## src/logic/aacd_defines.vh

```
/*
 Constants for the amplifier configuration and diagnostic register bank:
 register offsets, reset values, field positions, codes and timing counts.
 Assumes it is included by bare name from the design files of this block.
*/
`ifndef AACD_DEFINES_VH
`define AACD_DEFINES_VH

// ==================================================================
// Register offsets.
`define AACD_OFF_PORT_CFG 8'h03
`define AACD_OFF_STATE_REQ 8'h04
`define AACD_OFF_LEVEL 8'h05
`define AACD_OFF_DIAG_A 8'h09
`define AACD_OFF_DIAG_B 8'h0a
`define AACD_OFF_RESULT 8'h0c
`define AACD_OFF_LINEOUT 8'h0e
`define AACD_OFF_STATE_SEEN 8'h0f
`define AACD_OFF_LEVEL_RATE 8'h01

// ==================================================================
// Reset values.
`define AACD_RST_PORT_CFG 8'h04
`define AACD_RST_STATE_REQ 8'h55
`define AACD_RST_LEVEL 8'hcf
`define AACD_RST_DIAG_A 8'h00
`define AACD_RST_DIAG_B 8'h11
`define AACD_RST_LEVEL_RATE 8'h00

// ==================================================================
// Field positions.
`define AACD_RATE_HI 7
`define AACD_RATE_LO 6
`define AACD_SLOT_HI 5
`define AACD_SLOT_LO 3
`define AACD_FMT_HI 2
`define AACD_FMT_LO 0
`define AACD_STATE_HI 7
`define AACD_STATE_LO 6
`define AACD_CANCEL_BIT 7
`define AACD_RAMP2_BIT 6
`define AACD_SETTLE2_BIT 5
`define AACD_LINEOUT_BIT 1
`define AACD_SKIP_BIT 0
`define AACD_SHORT_HI 7
`define AACD_SHORT_LO 4
`define AACD_GND_BIT 7
`define AACD_SUPPLY_BIT 6
`define AACD_OPEN_BIT 5
`define AACD_LSHORT_BIT 4
`define AACD_LOFOUND_BIT 3
`define AACD_LRATE_HI 3
`define AACD_LRATE_LO 2

// ==================================================================
// Codes.
`define AACD_ST_PLAY 2'h0
`define AACD_ST_HIZ 2'h1
`define AACD_ST_MUTE 2'h2
`define AACD_ST_DIAG 2'h3
`define AACD_LEVEL_MIN 8'h07
`define AACD_RATE_RSVD 2'h3
`define AACD_FMT_RSVD 3'h7
`define AACD_SLOT_TDM4_MAX 3'h3

// ==================================================================
// Diagnostic phase lengths in microseconds and derived 50 MHz cycles.
`define AACD_CLK_MHZ 50
`define AACD_RAMP_US 20
`define AACD_SETTLE_US 10
// Sized to the phase counter, so loading them drops no bits.
`define AACD_RAMP_CYC 12'h3e8
`define AACD_SETTLE_CYC 12'h1f4
`define AACD_CNT_W 12

`endif

```

## src/logic/aacd_regs.v

```verilog
/*
 Configuration and DC diagnostic register bank of a one-channel digital
 input amplifier, with a small DC diagnostic sequencer.
 Assumes a byte-wide register port synchronous to clock (wr_en/rd_en with
 address), frame_strobe from the audio port, and analog measurement
 results presented as levels while diag_measure_done pulses.
*/
// What this block does
// Rate field code 00 44.1 kHz, 01 48 kHz, 10 96 kHz, 11 reserved.
// Slot codes 000 and 001 pick slot or channel one and two.
// Slot codes 010, 011 pick slots three, four; 100-111 only in eight-slot.
// Format codes 000-011 give right-justified 24, 20, 18, 16 bits.
// Format 100 serial audio, 101 left-justified, 110 DSP; 111 reserved.
// Audio port configuration at 0x03 resets to 0x04.
// State request 00 play, 01 high-impedance, 10 mute, 11 diagnostic.
// State request register at 0x04 resets to 0x55, high-impedance.
// Level 0.5 dB per code; below 0x07 mutes the output.
// Level register at 0x05 resets to 0xcf, unity gain.
// Writing one to cancel bit aborts a running diagnostic.
// Host writes the cancel bit back to zero before reuse.
// Ramp double bit doubles the diagnostic ramp time.
// Settle double bit doubles the diagnostic settling time.
// Line-output check bit enables line-output detection in diagnostics.
// Auto check skip clear runs diagnostics leaving high-impedance or after fault.
// Upper four bits of second control select short threshold, reset 0001.
// Result bit 7 ground short, bit 6 supply short.
// Result bit 5 open load, bit 4 shorted load; low bits zero.
// Line-out report bit 3 shows a line-level load found.
// Level ramps one step per 1, 2, 4 or 8 frame strobes.
// State report shows actual state, same codes, resets high-impedance.
// Reserved writable bits store and read back, no effect.
// Result flags clear at run start and update at run end.
`timescale 1ns/1ps
`include "aacd_defines.vh"

module aacd_regs (
    // Clock and reset.
    input wire clock,
    input wire reset_n,
    // Register port.
    input wire wr_en,
    input wire rd_en,
    input wire [7:0] address,
    input wire [7:0] wr_data,
    output reg [7:0] rd_data,
    output reg rd_valid,
    // Audio port timing and channel events.
    input wire frame_strobe,
    input wire channel_fault,
    // Analog measurement results.
    input wire diag_measure_done,
    input wire gnd_short_flag,
    input wire supply_short_flag,
    input wire open_flag,
    input wire load_short_flag,
    input wire lineout_found_flag,
    // Decoded configuration toward the datapath.
    output wire [1:0] rate_select,
    output wire [2:0] audio_port_slot,
    output wire [2:0] audio_port_format,
    output wire config_invalid,
    output wire [3:0] short_limit_sel,
    output wire lineout_check_on,
    output wire [7:0] output_level,
    output wire output_muted,
    output wire [1:0] output_state_seen,
    output wire diag_measure_start
);

    // ==================================================================
    // Sequencer states, one-hot.
    localparam S_IDLE = 4'b0001;
    localparam S_RAMP = 4'b0010;
    localparam S_SETTLE = 4'b0100;
    localparam S_MEASURE = 4'b1000;

    reg [7:0] audio_port_config;
    reg [7:0] output_state_request;
    reg [7:0] output_level_reg;
    reg [7:0] diag_control_a;
    reg [7:0] diag_control_b;
    reg [7:0] level_rate;
    reg [3:0] diag_result_a;
    reg line_out_result;
    reg [1:0] state_seen;
    reg [3:0] diag_state;
    reg [3:0] next_diag_state;
    reg [`AACD_CNT_W-1:0] phase_count;
    reg [`AACD_CNT_W-1:0] next_phase_count;
    reg fault_pending;
    reg [1:0] next_state_seen;
    reg [1:0] after_diag;
    wire write_cancel;
    wire diag_cancel;
    wire ramp_double;
    wire settle_double;
    wire auto_check_skip;
    wire [1:0] output_state_req;
    wire leaving_hiz;
    wire auto_start;
    wire host_start;
    wire run_start;
    wire [`AACD_CNT_W-1:0] ramp_len;
    wire [`AACD_CNT_W-1:0] settle_len;
    wire [7:0] applied_level;

    // Doubles a phase length when its double bit is set.
    function [`AACD_CNT_W-1:0] phase_len;
        input [`AACD_CNT_W-1:0] base;
        input dbl;
        begin
            phase_len = dbl ? {base[`AACD_CNT_W-2:0], 1'b0} : base;
        end
    endfunction

    // ==================================================================
    // Field decode.
    // rate field
    assign rate_select = audio_port_config[`AACD_RATE_HI:`AACD_RATE_LO];
    // slot field
    assign audio_port_slot = audio_port_config[`AACD_SLOT_HI:`AACD_SLOT_LO];
    // format field
    assign audio_port_format = audio_port_config[`AACD_FMT_HI:`AACD_FMT_LO];
    // reserved codes flagged
    // eight-slot codes
    // Slots above four are only meaningful in eight-slot framing; the
    // datapath checks that against its detected frame length.
    assign config_invalid = (rate_select == `AACD_RATE_RSVD) ||
                            (audio_port_format == `AACD_FMT_RSVD);
    // short threshold
    assign short_limit_sel = diag_control_b[`AACD_SHORT_HI:`AACD_SHORT_LO];
    // line-output enable
    assign lineout_check_on = diag_control_a[`AACD_LINEOUT_BIT];
    assign diag_cancel = diag_control_a[`AACD_CANCEL_BIT];
    assign ramp_double = diag_control_a[`AACD_RAMP2_BIT];
    assign settle_double = diag_control_a[`AACD_SETTLE2_BIT];
    assign auto_check_skip = diag_control_a[`AACD_SKIP_BIT];
    // state request field
    assign output_state_req = output_state_request[`AACD_STATE_HI:`AACD_STATE_LO];
    // state report
    assign output_state_seen = state_seen;
    assign output_level = applied_level;
    // mute below floor
    assign output_muted = (applied_level < `AACD_LEVEL_MIN) ||
                          (state_seen != `AACD_ST_PLAY);
    assign diag_measure_start = (diag_state == S_MEASURE);

    // ==================================================================
    // Level ramp toward the programmed level.
    aacd_level_ramp u_ramp (
        .clock(clock),
        .reset_n(reset_n),
        .frame_strobe(frame_strobe),
        .rate_code(level_rate[`AACD_LRATE_HI:`AACD_LRATE_LO]),
        .target_level(output_level_reg),
        .applied_level(applied_level)
    );

    // ==================================================================
    // Register writes. Reserved bits are plain storage.
    assign write_cancel = wr_en && (address == `AACD_OFF_DIAG_A) &&
                          wr_data[`AACD_CANCEL_BIT];

    // resets; R23 reserved storage
    always @(posedge clock or negedge reset_n) begin
        if (!reset_n) begin
            audio_port_config <= `AACD_RST_PORT_CFG;
            output_state_request <= `AACD_RST_STATE_REQ;
            output_level_reg <= `AACD_RST_LEVEL;
            diag_control_a <= `AACD_RST_DIAG_A;
            diag_control_b <= `AACD_RST_DIAG_B;
            level_rate <= `AACD_RST_LEVEL_RATE;
        end else if (wr_en) begin
            case (address)
                `AACD_OFF_PORT_CFG: audio_port_config <= wr_data;
                `AACD_OFF_STATE_REQ: output_state_request <= wr_data;
                `AACD_OFF_LEVEL: output_level_reg <= wr_data;
                `AACD_OFF_DIAG_A: diag_control_a <= wr_data;
                `AACD_OFF_DIAG_B: diag_control_b <= wr_data;
                `AACD_OFF_LEVEL_RATE: level_rate <= wr_data;
                default: ;
            endcase
        end
    end

    // ==================================================================
    // Register reads, answered the cycle after rd_en.
    always @(posedge clock or negedge reset_n) begin
        if (!reset_n) begin
            rd_data <= 8'h00;
            rd_valid <= 1'b0;
        end else begin
            rd_valid <= rd_en;
            if (rd_en) begin
                case (address)
                    `AACD_OFF_PORT_CFG: rd_data <= audio_port_config;
                    `AACD_OFF_STATE_REQ: rd_data <= output_state_request;
                    `AACD_OFF_LEVEL: rd_data <= output_level_reg;
                    `AACD_OFF_DIAG_A: rd_data <= diag_control_a;
                    `AACD_OFF_DIAG_B: rd_data <= diag_control_b;
                    `AACD_OFF_LEVEL_RATE: rd_data <= level_rate;
                    // result layout
                    `AACD_OFF_RESULT: rd_data <= {diag_result_a, 4'h0};
                    // line-out bit
                    `AACD_OFF_LINEOUT: rd_data <= {4'h0, line_out_result, 3'h0};
                    `AACD_OFF_STATE_SEEN: rd_data <= {state_seen, 6'h00};
                    default: rd_data <= 8'h00;
                endcase
            end
        end
    end

    // ==================================================================
    // Diagnostic run triggers.
    // automatic run
    assign leaving_hiz = (state_seen == `AACD_ST_HIZ) && (output_state_req != `AACD_ST_HIZ);
    assign auto_start = !auto_check_skip && (leaving_hiz || fault_pending);
    assign host_start = (output_state_req == `AACD_ST_DIAG) && (state_seen != `AACD_ST_DIAG);
    // cancel held blocks runs
    assign run_start = (diag_state == S_IDLE) && !diag_cancel && !write_cancel &&
                       (auto_start || host_start);
    // phase lengths
    assign ramp_len = phase_len(`AACD_RAMP_CYC, ramp_double);
    assign settle_len = phase_len(`AACD_SETTLE_CYC, settle_double);

    // A fault seen while idle is held until the run it triggers begins.
    always @(posedge clock or negedge reset_n) begin
        if (!reset_n)
            fault_pending <= 1'b0;
        else if (channel_fault)
            fault_pending <= 1'b1;
        else if (run_start || auto_check_skip)
            fault_pending <= 1'b0;
    end

    // Sequencer next-state logic.
    always @* begin
        next_diag_state = diag_state;
        next_phase_count = phase_count;
        next_state_seen = state_seen;
        case (diag_state)
            S_IDLE: begin
                if (run_start) begin
                    next_diag_state = S_RAMP;
                    next_phase_count = ramp_len;
                    next_state_seen = `AACD_ST_DIAG;
                end else if (output_state_req != `AACD_ST_DIAG) begin
                    next_state_seen = output_state_req;
                end
            end
            S_RAMP: begin
                if (phase_count == {`AACD_CNT_W{1'b0}}) begin
                    next_diag_state = S_SETTLE;
                    next_phase_count = settle_len;
                end else begin
                    next_phase_count = phase_count - {{(`AACD_CNT_W-1){1'b0}}, 1'b1};
                end
            end
            S_SETTLE: begin
                if (phase_count == {`AACD_CNT_W{1'b0}})
                    next_diag_state = S_MEASURE;
                else
                    next_phase_count = phase_count - {{(`AACD_CNT_W-1){1'b0}}, 1'b1};
            end
            S_MEASURE: begin
                if (diag_measure_done) begin
                    next_diag_state = S_IDLE;
                    next_state_seen = after_diag;
                end
            end
            default: next_diag_state = S_IDLE;
        endcase
        // abort
        if (write_cancel && (diag_state != S_IDLE)) begin
            next_diag_state = S_IDLE;
            next_state_seen = after_diag;
        end
    end

    // After a run the channel goes to the requested state, or to
    // high-impedance when the host itself asked for the run.
    always @* begin
        if (output_state_req == `AACD_ST_DIAG)
            after_diag = `AACD_ST_HIZ;
        else
            after_diag = output_state_req;
    end

    // Sequencer registers.
    always @(posedge clock or negedge reset_n) begin
        if (!reset_n) begin
            diag_state <= S_IDLE;
            phase_count <= {`AACD_CNT_W{1'b0}};
            state_seen <= `AACD_ST_HIZ;
        end else begin
            diag_state <= next_diag_state;
            phase_count <= next_phase_count;
            state_seen <= next_state_seen;
        end
    end

    // result clear and update
    // An aborted run leaves the flags cleared, as nothing was measured.
    always @(posedge clock or negedge reset_n) begin
        if (!reset_n) begin
            diag_result_a <= 4'h0;
            line_out_result <= 1'b0;
        end else if (run_start) begin
            diag_result_a <= 4'h0;
            line_out_result <= 1'b0;
        end else if ((diag_state == S_MEASURE) && diag_measure_done && !write_cancel) begin
            diag_result_a <= {gnd_short_flag, supply_short_flag, open_flag, load_short_flag};
            line_out_result <= lineout_check_on && lineout_found_flag;
        end
    end

endmodule // aacd_regs

```

## src/logic/aacd_level_ramp.v

```verilog
/*
 Output level ramp: walks the applied level one 0.5 dB code toward the
 programmed level every 1, 2, 4 or 8 frame strobes.
 Assumes frame_strobe is a one-cycle pulse synchronous to clock.
*/
`timescale 1ns/1ps
`include "aacd_defines.vh"

module aacd_level_ramp (
    // Clock and reset.
    input wire clock,
    input wire reset_n,
    // Control.
    input wire frame_strobe,
    input wire [1:0] rate_code,
    input wire [7:0] target_level,
    // Result.
    output reg [7:0] applied_level
);

    reg [2:0] strobe_count;
    wire [2:0] strobe_limit;

    // ==================================================================
    // Frame strobe divider.
    // Rate code n means one step per 2**n strobes.
    assign strobe_limit = (3'h1 << rate_code) - 3'h1;

    // step per strobes
    always @(posedge clock or negedge reset_n) begin
        if (!reset_n) begin
            strobe_count <= 3'h0;
            applied_level <= `AACD_RST_LEVEL;
        end else if (frame_strobe) begin
            if (strobe_count >= strobe_limit) begin
                strobe_count <= 3'h0;
                if (applied_level < target_level)
                    applied_level <= applied_level + 8'h01;
                else if (applied_level > target_level)
                    applied_level <= applied_level - 8'h01;
            end else begin
                strobe_count <= strobe_count + 3'h1;
            end
        end
    end

endmodule // aacd_level_ramp

```

## config.mk

```make
export PLATFORM = sky130hd
export DESIGN_NAME = aacd_regs
export DESIGN_NICKNAME = d
export VERILOG_FILES = /design/src/logic/aacd_regs.v /design/src/logic/aacd_level_ramp.v
export VERILOG_INCLUDE_DIRS = /design/src /design/src/logic
export SDC_FILE = /design/constraint.sdc
export NUM_CORES = 1
export LEC_CHECK = 0
export BUFFER_PORTS_ARGS = -buffer_cell sky130_fd_sc_hd__buf_2
export CAP_MARGIN = 30
export CORE_MARGIN = 2
export CORE_UTILIZATION = 40
export CTS_BUF_LIST = sky130_fd_sc_hd__clkbuf_2 sky130_fd_sc_hd__clkbuf_4 sky130_fd_sc_hd__clkbuf_8
export DETAILED_ROUTE_END_ITERATION = 10
export GPL_ROUTABILITY_DRIVEN = 1
export PLACE_DENSITY_LB_ADDON = 0.25
export SLEW_MARGIN = 40
export SYNTH_ARGS = -nofsm -noshare
export SYNTH_HDL_FRONTEND = slang
export SYNTH_HIERARCHICAL = 1
export SYNTH_SLANG_ARGS = --single-unit
```

## constraint.sdc

```tcl
create_clock -name clock -period 6 [get_ports clock]
set_input_delay 0.6 -clock clock [delete_from_list [all_inputs] [get_ports clock]]
set_output_delay 0.6 -clock clock [all_outputs]
set_load 0.05 [all_outputs]
```

==> flow_metrics.tcl, run 1 <==
set metrics [dict create \
    slew_viol_final 0 \
    diodes 0 \
    yosysTopAreaCell "dfrtp_1" \
    finalClockSkew_ps 11.2 \
    viasPerCell 5.71 \
    required_ps 6320 \
    ys_async_sr_fraction_pct 100 \
    peakVddDrop_mv 0.566 \
    nets 605 \
    synth_top_cell_area_share_pct 33.5 \
    stdcell_count 737 \
    grt_pass1_vias 4206 \
    maxCapViolations 0 \
    status "finished clean" \
    antenna_left 0 \
    synth_fp_nets 545 \
    initial_core_util_pct 40.6 \
    synth_area_leaders "dfrtp_1, mux2_2, dfstp_2" \
    r2r_slack_ps 2870 \
    clock_latency_ps 390 \
    core_area_um2 13100 \
    end_kind "flop" \
    critPathSlowestCell "dfstp_2" \
    synth_edf_count 0 \
    io_pins 63 \
    route.detailed.drc 0 \
    cts_buffers 9 \
    worst_slew_pin_slew_ps 762 \
    dp_cells 721 \
    wirelength_um 13400 \
    rsz0062_at_grt "false" \
    seq_area_um2 2330 \
    grt_max_degree 49 \
    p_leak_uw 0.00269 \
    clockBufferDepth 2 \
    max_freq_ghz 0.320 \
    placementRows 42 \
    cp_slowest_stage_delay_ps 560 \
    cp_max_fo 7 \
    hold_slack_ps 184 \
    hp-class "in -> async" \
    dr.pass1.iters 4 \
    wl_per_cell_um 18.2 \
    syn_avg_cell_area_um2 10.7 \
    synth_cell_types 78 \
    cts_tree "yes" \
    synthCells 496 \
    top_register "phase_count" \
    p_total_uw 2350 \
    critPathKind "reg -> reg" \
    setup_tns_ps 0 \
    area_delta_synth_final_pct 14.2 \
    synth_seq_cells 92 \
    drive_gt1_share_pct 32.1 \
    ctsRootBufferMaster "clkbuf_8" \
    drt_iter0_drc 334 \
    grt_antenna_before_repair 0 \
    critPathLaunchType "flop" \
    finalSetupViolCount 0 \
    die_width_um 119 \
    post-route-period-util_pct 52.1 \
    port_buffers 62 \
    ys.warnings.count 6 \
    dp_hpwl_um 9990 \
    grtUsageTotal_pct 19.8 \
    design.die.area_um2 14200 \
    path_cells "inv_1 > ha_1 > a21o_1 > o21a_2 > or2_2 > ha_1 > o211a_1 > o21a_2 > o22ai_1 > or3_1 > a21oi_2 > xor2_1" \
    vias 4206 \
    multi_input_area_um2 2830 \
    gp_congestion 0.870 \
    gr-total-overflow 0 \
    cts_setup_buffers 0 \
    clkTransAtPathRegs_ps 90 \
    largest_register_ffs 12 \
    cts_max_level 3 \
    die_h_um 119 \
    ys_seq_area_share_pct 43.9 \
    ctsResizeCount 0 \
    nFillCells 1228 \
    syn_area_um2 5310 \
    timing.slew.headroom_pct 48.8 \
    hold_viol_final 0 \
    cts_num_sinks 92 \
    ys.flop_type "dfrtp_1" \
    arrival_ps 3450 \
    grt_pass1_wl_um 22000 \
    hold_buffers 0 \
    p_per_area_nw_per_um2 388 \
    period_minus_slack_ps 3130 \
]
cell usage in the layout, fill, tap and decap left out, drive strengths merged, types with 9 or more instances in the layout:
| cell type | count |
|---|---|
| dfstp | 21 |
| nor2b | 10 |
| inv | 27 |
| nand2 | 38 |
| buf | 63 |
| nor2 | 21 |
| a21oi | 17 |
| ha | 20 |
| dfrtp | 71 |
| mux2 | 51 |
| mux2i | 11 |
| clkbuf | 9 |
| o21ai | 34 |
| nand3 | 12 |
cells by family (layout without fill, tap and decap cells):
family,Yosys count,count (layout),share of synthesized area (%)
buffers and inverters,41,106,3.49
AO/OA/AOI/OAI,137,137,18.5
adder cells (fa/ha/maj),21,21,5.09
AND/OR/NAND/NOR,135,135,14.8
XOR/XNOR,8,8,1.32
multiplexers,62,62,12.9
flip-flops,92,92,43.9
metrics by stage:
stage / cell area, µm² / setup slack, ps / util [%]
2_1_floorplan: 5310 / 2620 / -
3_3_place_gp: 5760 / 2950 / 44.0
3_5_place_dp: 5790 / 2900 / 44.2
4_1_cts: 6050 / 2870 / 46.2
5_1_grt: 6060 / 2700 / 46.3
6_report: 6060 / 2870 / 46.3
worst max-delay path: cells and delay by family, from the launching register on:
family | cells | cell delay (ps)
XOR/XNOR | 1 | 160
AO/OA/AOI/OAI | 6 | 940
AND/OR/NAND/NOR | 2 | 690
flip-flops | 1 | 560
adder cells (fa/ha/maj) | 2 | 670
buffers and inverters | 1 | 40
routing by layer:
metal  vias to the layer above  track usage, %  share of wire [%]
met5                         -               0                  0
met4                         0            6.18                1.7
met3                        21            4.02                4.2
met2                        85            32.1                 49
met1                      2110            26.6                 45
li1                       1990               -                  -
worst paths after layout:
| kind | from | to | depth (start not counted) |
|---|---|---|---|
| setup / recovery | output_level_reg[3]$_DFFE_PN1P_ | u_ramp/applied_level[7]$_DFFE_PN1P_ | 12 |
| max in group asynchronous | reset_n | level_rate[3]$_DFFE_PN0P_ | 2 |
| hold reg to reg | rd_data[3]$_DFFE_PN0P_ | rd_data[3]$_DFFE_PN0P_ | 1 |
| setup reg to reg | output_level_reg[3]$_DFFE_PN1P_ | u_ramp/applied_level[7]$_DFFE_PN1P_ | 12 |
| hold / removal | reset_n | phase_count[5]$_DFFE_PN0P_ | 1 |
| min in group clock | rd_en | rd_valid$_DFF_PN0_ | 1 |
synthesized netlist by cell type (4+ instances only):
cell and count:
a22oi_1 7, inv_1 27, o211ai_1 4, o2bb2ai_1 8, mux2_2 51, nand2b_1 6, xnor2_1 5, buf_4 4
or3_1 7, o21ai_0 30, o21ai_1 4, o31ai_1 5, nor3_1 5, or4_1 4, dfrtp_1 71, a21o_1 5
ha_1 20, nor2_1 20, a22o_1 6, dfstp_2 21, clkbuf_1 7, mux2i_1 11, nand3_1 11, nand2_1 35
nor2b_1 10, and2_1 4, a21oi_1 15, and3_1 4
where the power goes:
group          total, µW  switching [µW]  internal, µW
Sequential           824             101           723
Clock                549             231           318
Combinational        982             593           388
Total               2350             926          1430
cell type report:
| class | count | area share (%) |
|---|---|---|
| Tap cell | 176 | 3.63 |
| Clock buffer | 9 | 2.04 |
| Inverter | 27 | 1.67 |
| Multi-Input combinational cell | 363 | 46.7 |
| Sequential cell | 92 | 38.4 |
| Timing Repair Buffer | 63 | 5.28 |
| Clock inverter | 7 | 2.29 |
No activity file was read; power rests on OpenSTA's default activity.
==> run 2, diff against run 1 <==
- ABC_AREA: default -> 1
- clock period: 6 -> 3 ns (I/O delays scaled with it)
==> run 2 against run 1 <==
  * Via count is 18% higher
  * Register-to-register slack worse by 2700 ps
  * Utilization decreased by 0.30 points
  * Routed wire length increased by 6.7%
  * Largest cell class unchanged
  * Largest power group unchanged
==> flow_metrics.tcl, run 2 <==
set metrics [dict create \
    status "finished clean" \
    drive_gt1_share_pct 18.3 \
    cts_setup_buffers 0 \
    cts_num_sinks 92 \
    die_width_um 121 \
    ys.warnings.count 6 \
    critPathKind "reg -> reg" \
    grt_antenna_before_repair 0 \
    cp_max_fo 9 \
    worst_slew_pin_slew_ps 705 \
    viasPerCell 5.08 \
    antenna_left 0 \
    nets 843 \
    port_buffers 62 \
    grtUsageTotal_pct 20.5 \
    ys_seq_area_share_pct 42.7 \
    io_pins 63 \
    hold_buffers 1 \
    critPathTopFamily "simple AND/OR/NAND/NOR gates" \
    clock_latency_ps 380 \
    synth_edf_count 0 \
    required_ps 3310 \
    slew_viol_final 0 \
    synth_top_cell_area_share_pct 32.6 \
    synth_fp_nets 781 \
    grt_pass1_wl_um 23300 \
    crit_top_cell "nand2_1" \
    hp-class "in -> reg" \
    finalClockSkew_ps 14.2 \
    mostFrequentLayoutCells "nand2_1, inv_1, dfrtp_1" \
    synth_cell_types 43 \
    timing.slew.headroom_pct 53.0 \
    reg2reg_from "output_level_reg[7]$_DFFE_PN1P_" \
    ys_async_sr_fraction_pct 100 \
    syn_avg_cell_area_um2 7.44 \
    vias 4949 \
    largest_register_ffs 12 \
    drt_iter0_drc 309 \
    critPathLaunchType "flop" \
    synth_most_common_cell "nand2_1" \
    route.detailed.drc 0 \
    worstRegToRegCells 16 \
    hp-start "rd_en" \
    syn_area_um2 5450 \
    synth_seq_cells 92 \
    p_total_uw 5370 \
    cp-endpoint "u_ramp/applied_level[7]$_DFFE_PN1P_" \
    clockBufferDepth 2 \
    cts_buffers 9 \
    core_area_um2 13300 \
    dr.pass1.iters 5 \
    crit_start "output_level_reg[7]$_DFFE_PN1P_" \
    maxCapViolations 0 \
    synth_common_cells "nand2_1, inv_1, dfrtp_1, o21ai_0, nand3_1" \
    p_leak_uw 0.00307 \
    arrival_ps 3120 \
    design.die.area_um2 14600 \
    grt_pass1_vias 4780 \
    grt_max_degree 85 \
    period_minus_slack_ps 2800 \
    finalSetupViolCount 0 \
    dpl-instance-area_um2 5910 \
    area_delta_synth_final_pct 12.3 \
    post-route-period-util_pct 93.5 \
    nFillCells 1348 \
    diodes 0 \
    rsz0062_at_grt "false" \
    end_kind "flop" \
    synthCells 732 \
    ctsRootBufferMaster "clkbuf_8" \
    cts_max_level 3 \
    synth_area_leaders "dfrtp_1, nand2_1, dfstp_2" \
    hold_viol_final 0 \
    ys.flop_type "dfrtp_1" \
    yosysTopAreaCell "dfrtp_1" \
    dp_hpwl_um 10700 \
    r2r_slack_ps 200 \
    cp_num_buf_inv 2 \
    gr-total-overflow 0 \
    wl_per_cell_um 14.7 \
    path_cells "inv_1 > ha_1 > a21o_1 > nor2_2 > nand2_2 > ha_1 > a21oi_1 > nand2_1 > nand2_1 > nor2_1 > nor2_1 > clkinv_1 > nand2_1 > nand2_1 > nand2_1 > nand2_1" \
    dpl_worst_slack_ps 290 \
    setup_tns_ps 0 \
    cts_tree "yes" \
    cp_slowest_stage_delay_ps 550 \
    ctsResizeCount 0 \
    max_freq_ghz 0.357 \
    top_register "phase_count" \
    gp_congestion 0.903 \
    fin_area_um2 6120 \
    clkTransAtPathRegs_ps 90 \
    timing.critical_path.depth 16 \
    die_h_um 121 \
    critPathSlowestCell "dfstp_2" \
    final_common_cell "nand2_1" \
    initial_core_util_pct 41.0 \
    r2r-end "u_ramp/applied_level[7]$_DFFE_PN1P_" \
    placementRows 42 \
    p_per_area_nw_per_um2 878 \
    wirelength_um 14300 \
    peakVddDrop_mv 0.385 \
    worst_slack_ps 196 \
]
run 2: changes by cell type in the layout (fill, tap and decap cells not counted), sizes merged, moves of 7 or more:
cell	before	now
or3	7	0
nand2	38	250
nand3	12	70
mux2i	11	0
o21ai	34	77
mux2	51	0
nand4	1	11
a22oi	7	0
nor2b	10	0
inv	27	83
o2bb2ai	8	0
nor2	21	67
run 2: cells by family after synthesis:
kind of cell / share of synthesized area (%)
buffers and inverters: 7.85
AOI/OAI and AO/OA: 9.87
and+or+nand+nor: 33.0
DFF: 42.7
adders and majority gates: 4.96
xor gates and xnor gates: 1.61
run 2: power breakdown:
| part | switching, µW | internal [µW] | leakage [µW] |
|---|---|---|---|
| combinational | 1870 | 940 | 0.00180 |
| clock | 464 | 360 | 0.0000962 |
| sequential | 242 | 1500 | 0.00117 |
run 2: metrics by stage:
step	utilization [%]	std cells	hold WS, ps
floorplan	-	732	4.41
global placement	44.5	958	464
detailed placement	44.5	958	418
CTS	46.0	975	107
global route	46.0	975	117
finish	46.0	975	125
run 2: how the worst min path moves through the flow:
stage | end | slack [ps] | depth (start not counted)
floorplan | audio_port_config[0]$_DFFE_PN0P_ | 4 | 0
global placement | rd_data[5]$_DFFE_PN0P_ | 460 | 2
detailed placement | phase_count[6]$_DFFE_PN0P_ | 420 | 1
CTS | rd_valid$_DFF_PN0_ | 110 | 1
global route | diag_result_a[0]$_DFFE_PN0P_ | 120 | 3
finish | rd_valid$_DFF_PN0_ | 120 | 1
run 2: layer usage:
layer  routed length (µm)  track usage (%)
met3                  549             2.59
met5                    0                0
met2                 7000             34.7
met4                  231             7.99
met1                 6560             26.7
run 2: area by class of cell:
type                    count  area (µm²)  share of cell area, %
flip-flops and latches     92        2330                   38.0
well taps                 176         220                   3.60
clock buffers              12         159                   2.60
inverters                  85         319                   5.21
repair buffers             68         367                   5.99
clock inverters             4        33.8                  0.552
multi-input cells         538        2690                   44.0
==> run 3, diff against run 2 <==
- ABC_AREA: 1 -> default
- PLACE_DENSITY_LB_ADDON: 0.25 -> default
==> run 3 against run 2 <==
  * Clock power rose by 20%
  * Setup slack lost 130 ps
  * Highest routed layer unchanged
  * Utilization grew 1.7 points
  * First-iteration DRC count down 16%
  * Critical path depth shrank 5
  * Register-to-register slack got worse by 130 ps
  * Power shrank 9.4%
  * Combinational power decreased by 20%
  * Clock-buffer cell count fell by 3
  * Die area down 2.5%
  * Clock skew down 5.7 ps
==> flow_metrics.tcl, run 3 (same netlist as run 1, synthesis figures left out) <==
set metrics [dict create \
    wl_per_cell_um 18.1 \
    hp-class "in -> reg" \
    critPathLaunchType "flop" \
    nFillCells 1229 \
    final_common_cell "dfrtp_1" \
    antenna_left 0 \
    viasPerCell 5.59 \
    clockBufferDepth 2 \
    p_leak_uw 0.00276 \
    p_per_area_nw_per_um2 779 \
    initial_core_util_pct 40.6 \
    cp_slowest_stage_delay_ps 640 \
    highest_layer "met4" \
    grt_pass1_wl_um 22100 \
    io_pins 63 \
    cp_max_fo 7 \
    nets 622 \
    dr.pass1.iters 4 \
    dp_hpwl_um 10000 \
    largest_register_ffs 12 \
    end_kind "flop" \
    cts_max_level 3 \
    drt-met1-wl_um 6430 \
    finalClockSkew_ps 8.54 \
    max_freq_ghz 0.340 \
    path_cells "ha_4 > a21o_1 > o21a_2 > or2_4 > ha_4 > o211a_1 > o21a_2 > o22ai_2 > or3_1 > a21oi_2 > xor2_1" \
    mostFrequentLayoutCells "dfrtp_1, buf_2, mux2_2" \
    peakVddDrop_mv 0.834 \
    worstRegToRegCells 11 \
    cts_buffers 9 \
    rsz0062_at_grt "true" \
    ctsRootBufferMaster "clkbuf_8" \
    cts_tree "yes" \
    cts_num_sinks 92 \
    maxCapViolations 0 \
    grtUsageTotal_pct 19.8 \
    post-route-period-util_pct 98.0 \
    diodes 0 \
    top_register "phase_count" \
    status "finished clean" \
    dpl-instance-area_um2 5920 \
    slew_viol_final 0 \
    placementRows 42 \
    p_total_uw 4870 \
    critPathKind "reg -> reg" \
    arrival_ps 3250 \
    drt_iter0_drc 260 \
    grt_pass1_vias 4140 \
    required_ps 3310 \
    gp_congestion 0.881 \
    route.detailed.drc 0 \
    timing.slew.headroom_pct 48.5 \
    route.met2.wl_um 6520 \
    die_h_um 119 \
    critPathSlowestCell "dfstp_4" \
    area_delta_synth_final_pct 17.7 \
    drive_gt1_share_pct 35.5 \
    min_delay_path_depth 1 \
    vias 4213 \
    gr-total-overflow 0 \
    period_minus_slack_ps 2940 \
    core_area_um2 13100 \
    dp_cells 734 \
    wirelength_um 13700 \
    wl_met3_um 483 \
    clkTransAtPathRegs_ps 100 \
    port_buffers 62 \
    grt_antenna_before_repair 0 \
    setup_tns_ps 0 \
    grt_max_degree 50 \
    clock_latency_ps 380 \
    design.die.area_um2 14200 \
    fin_area_um2 6250 \
    stdcell_count 754 \
    hold_viol_final 0 \
    worst_slew_pin_slew_ps 761 \
    finalSetupViolCount 0 \
    die_width_um 119 \
]
run 3: cell count changes in the layout (fill, tap and decap cells not counted), sizes merged, moves of 11 or more:
cell | previous run | this run
nand2 | 250 | 38
nand3 | 70 | 12
inv | 83 | 30
mux2 | 0 | 51
nor2 | 67 | 21
o21ai | 77 | 34
buf | 66 | 79
mux2i | 0 | 11
run 3: where the power goes:
group          total, µW  leakage, µW  internal, µW  switching [µW]
sequential          1640      0.00116          1460             185
clock                987     0.000114           485             501
combinational       2240      0.00149           964            1270
total               4870      0.00276          2910            1960
run 3: stage by stage:
stage                     worst slack (ps)  hold slack [ps]  utilization [%]
after floorplan                       27.7             4.41                -
after global placement                81.9              370             45.2
after detailed placement              11.7              378             45.2
after CTS                             24.1             48.1             47.2
after global routing                 -76.0             75.9             47.7
final                                 61.1             63.9             47.7
run 3: layout make-up:
type                       count  area (µm²)  share of cell area [%]
clock buffer                   9         124                    1.98
tap                          176         220                    3.53
clock inverter                 7         108                    1.72
timing repair buffer          80         463                    7.41
inverter                      27         101                    1.62
multi-input combinational    363        2890                    46.3
sequential                    92        2340                    37.5
run 3: layer usage:
metal,track usage [%],vias up
met5,0,-
met4,6.92,0
met3,3.30,17
met2,31.7,73
met1,27.3,2105
li1,-,2018
run 3: final timing paths:
kind                                                     start                                  end  slack [ps]
setup reg to reg           u_ramp/applied_level[3]$_DFFE_PN1P_  u_ramp/applied_level[7]$_DFFE_PN1P_          60
max in group asynchronous                              reset_n      output_level_reg[6]$_DFFE_PN1P_        1760
setup / recovery           u_ramp/applied_level[3]$_DFFE_PN1P_  u_ramp/applied_level[7]$_DFFE_PN1P_          60
min in group asynchronous                              reset_n  u_ramp/applied_level[4]$_DFFE_PN0P_         490
hold reg to reg                output_level_reg[7]$_DFFE_PN1P_      output_level_reg[7]$_DFFE_PN1P_         500
hold / removal                                           rd_en                   rd_valid$_DFF_PN0_          60
run 3: timing repair:
action | CTS | global route
resized for setup | 2 | 7
hold buffers | 1 | 0
hold endpoints to repair | 33 | 0
pin swaps | 0 | 14
endpoints found under the setup margin | 2 | 3
buffers inserted | 0 | 3
run 3: critical path: cells and delay by family (launching register included):
kind / cells / cell delay, ps
and+or+nand+nor: 2 / 670
xor gates and xnor gates: 1 / 160
DFF: 1 / 640
AOI/OAI and AO/OA: 6 / 880
adders and majority gates: 2 / 510
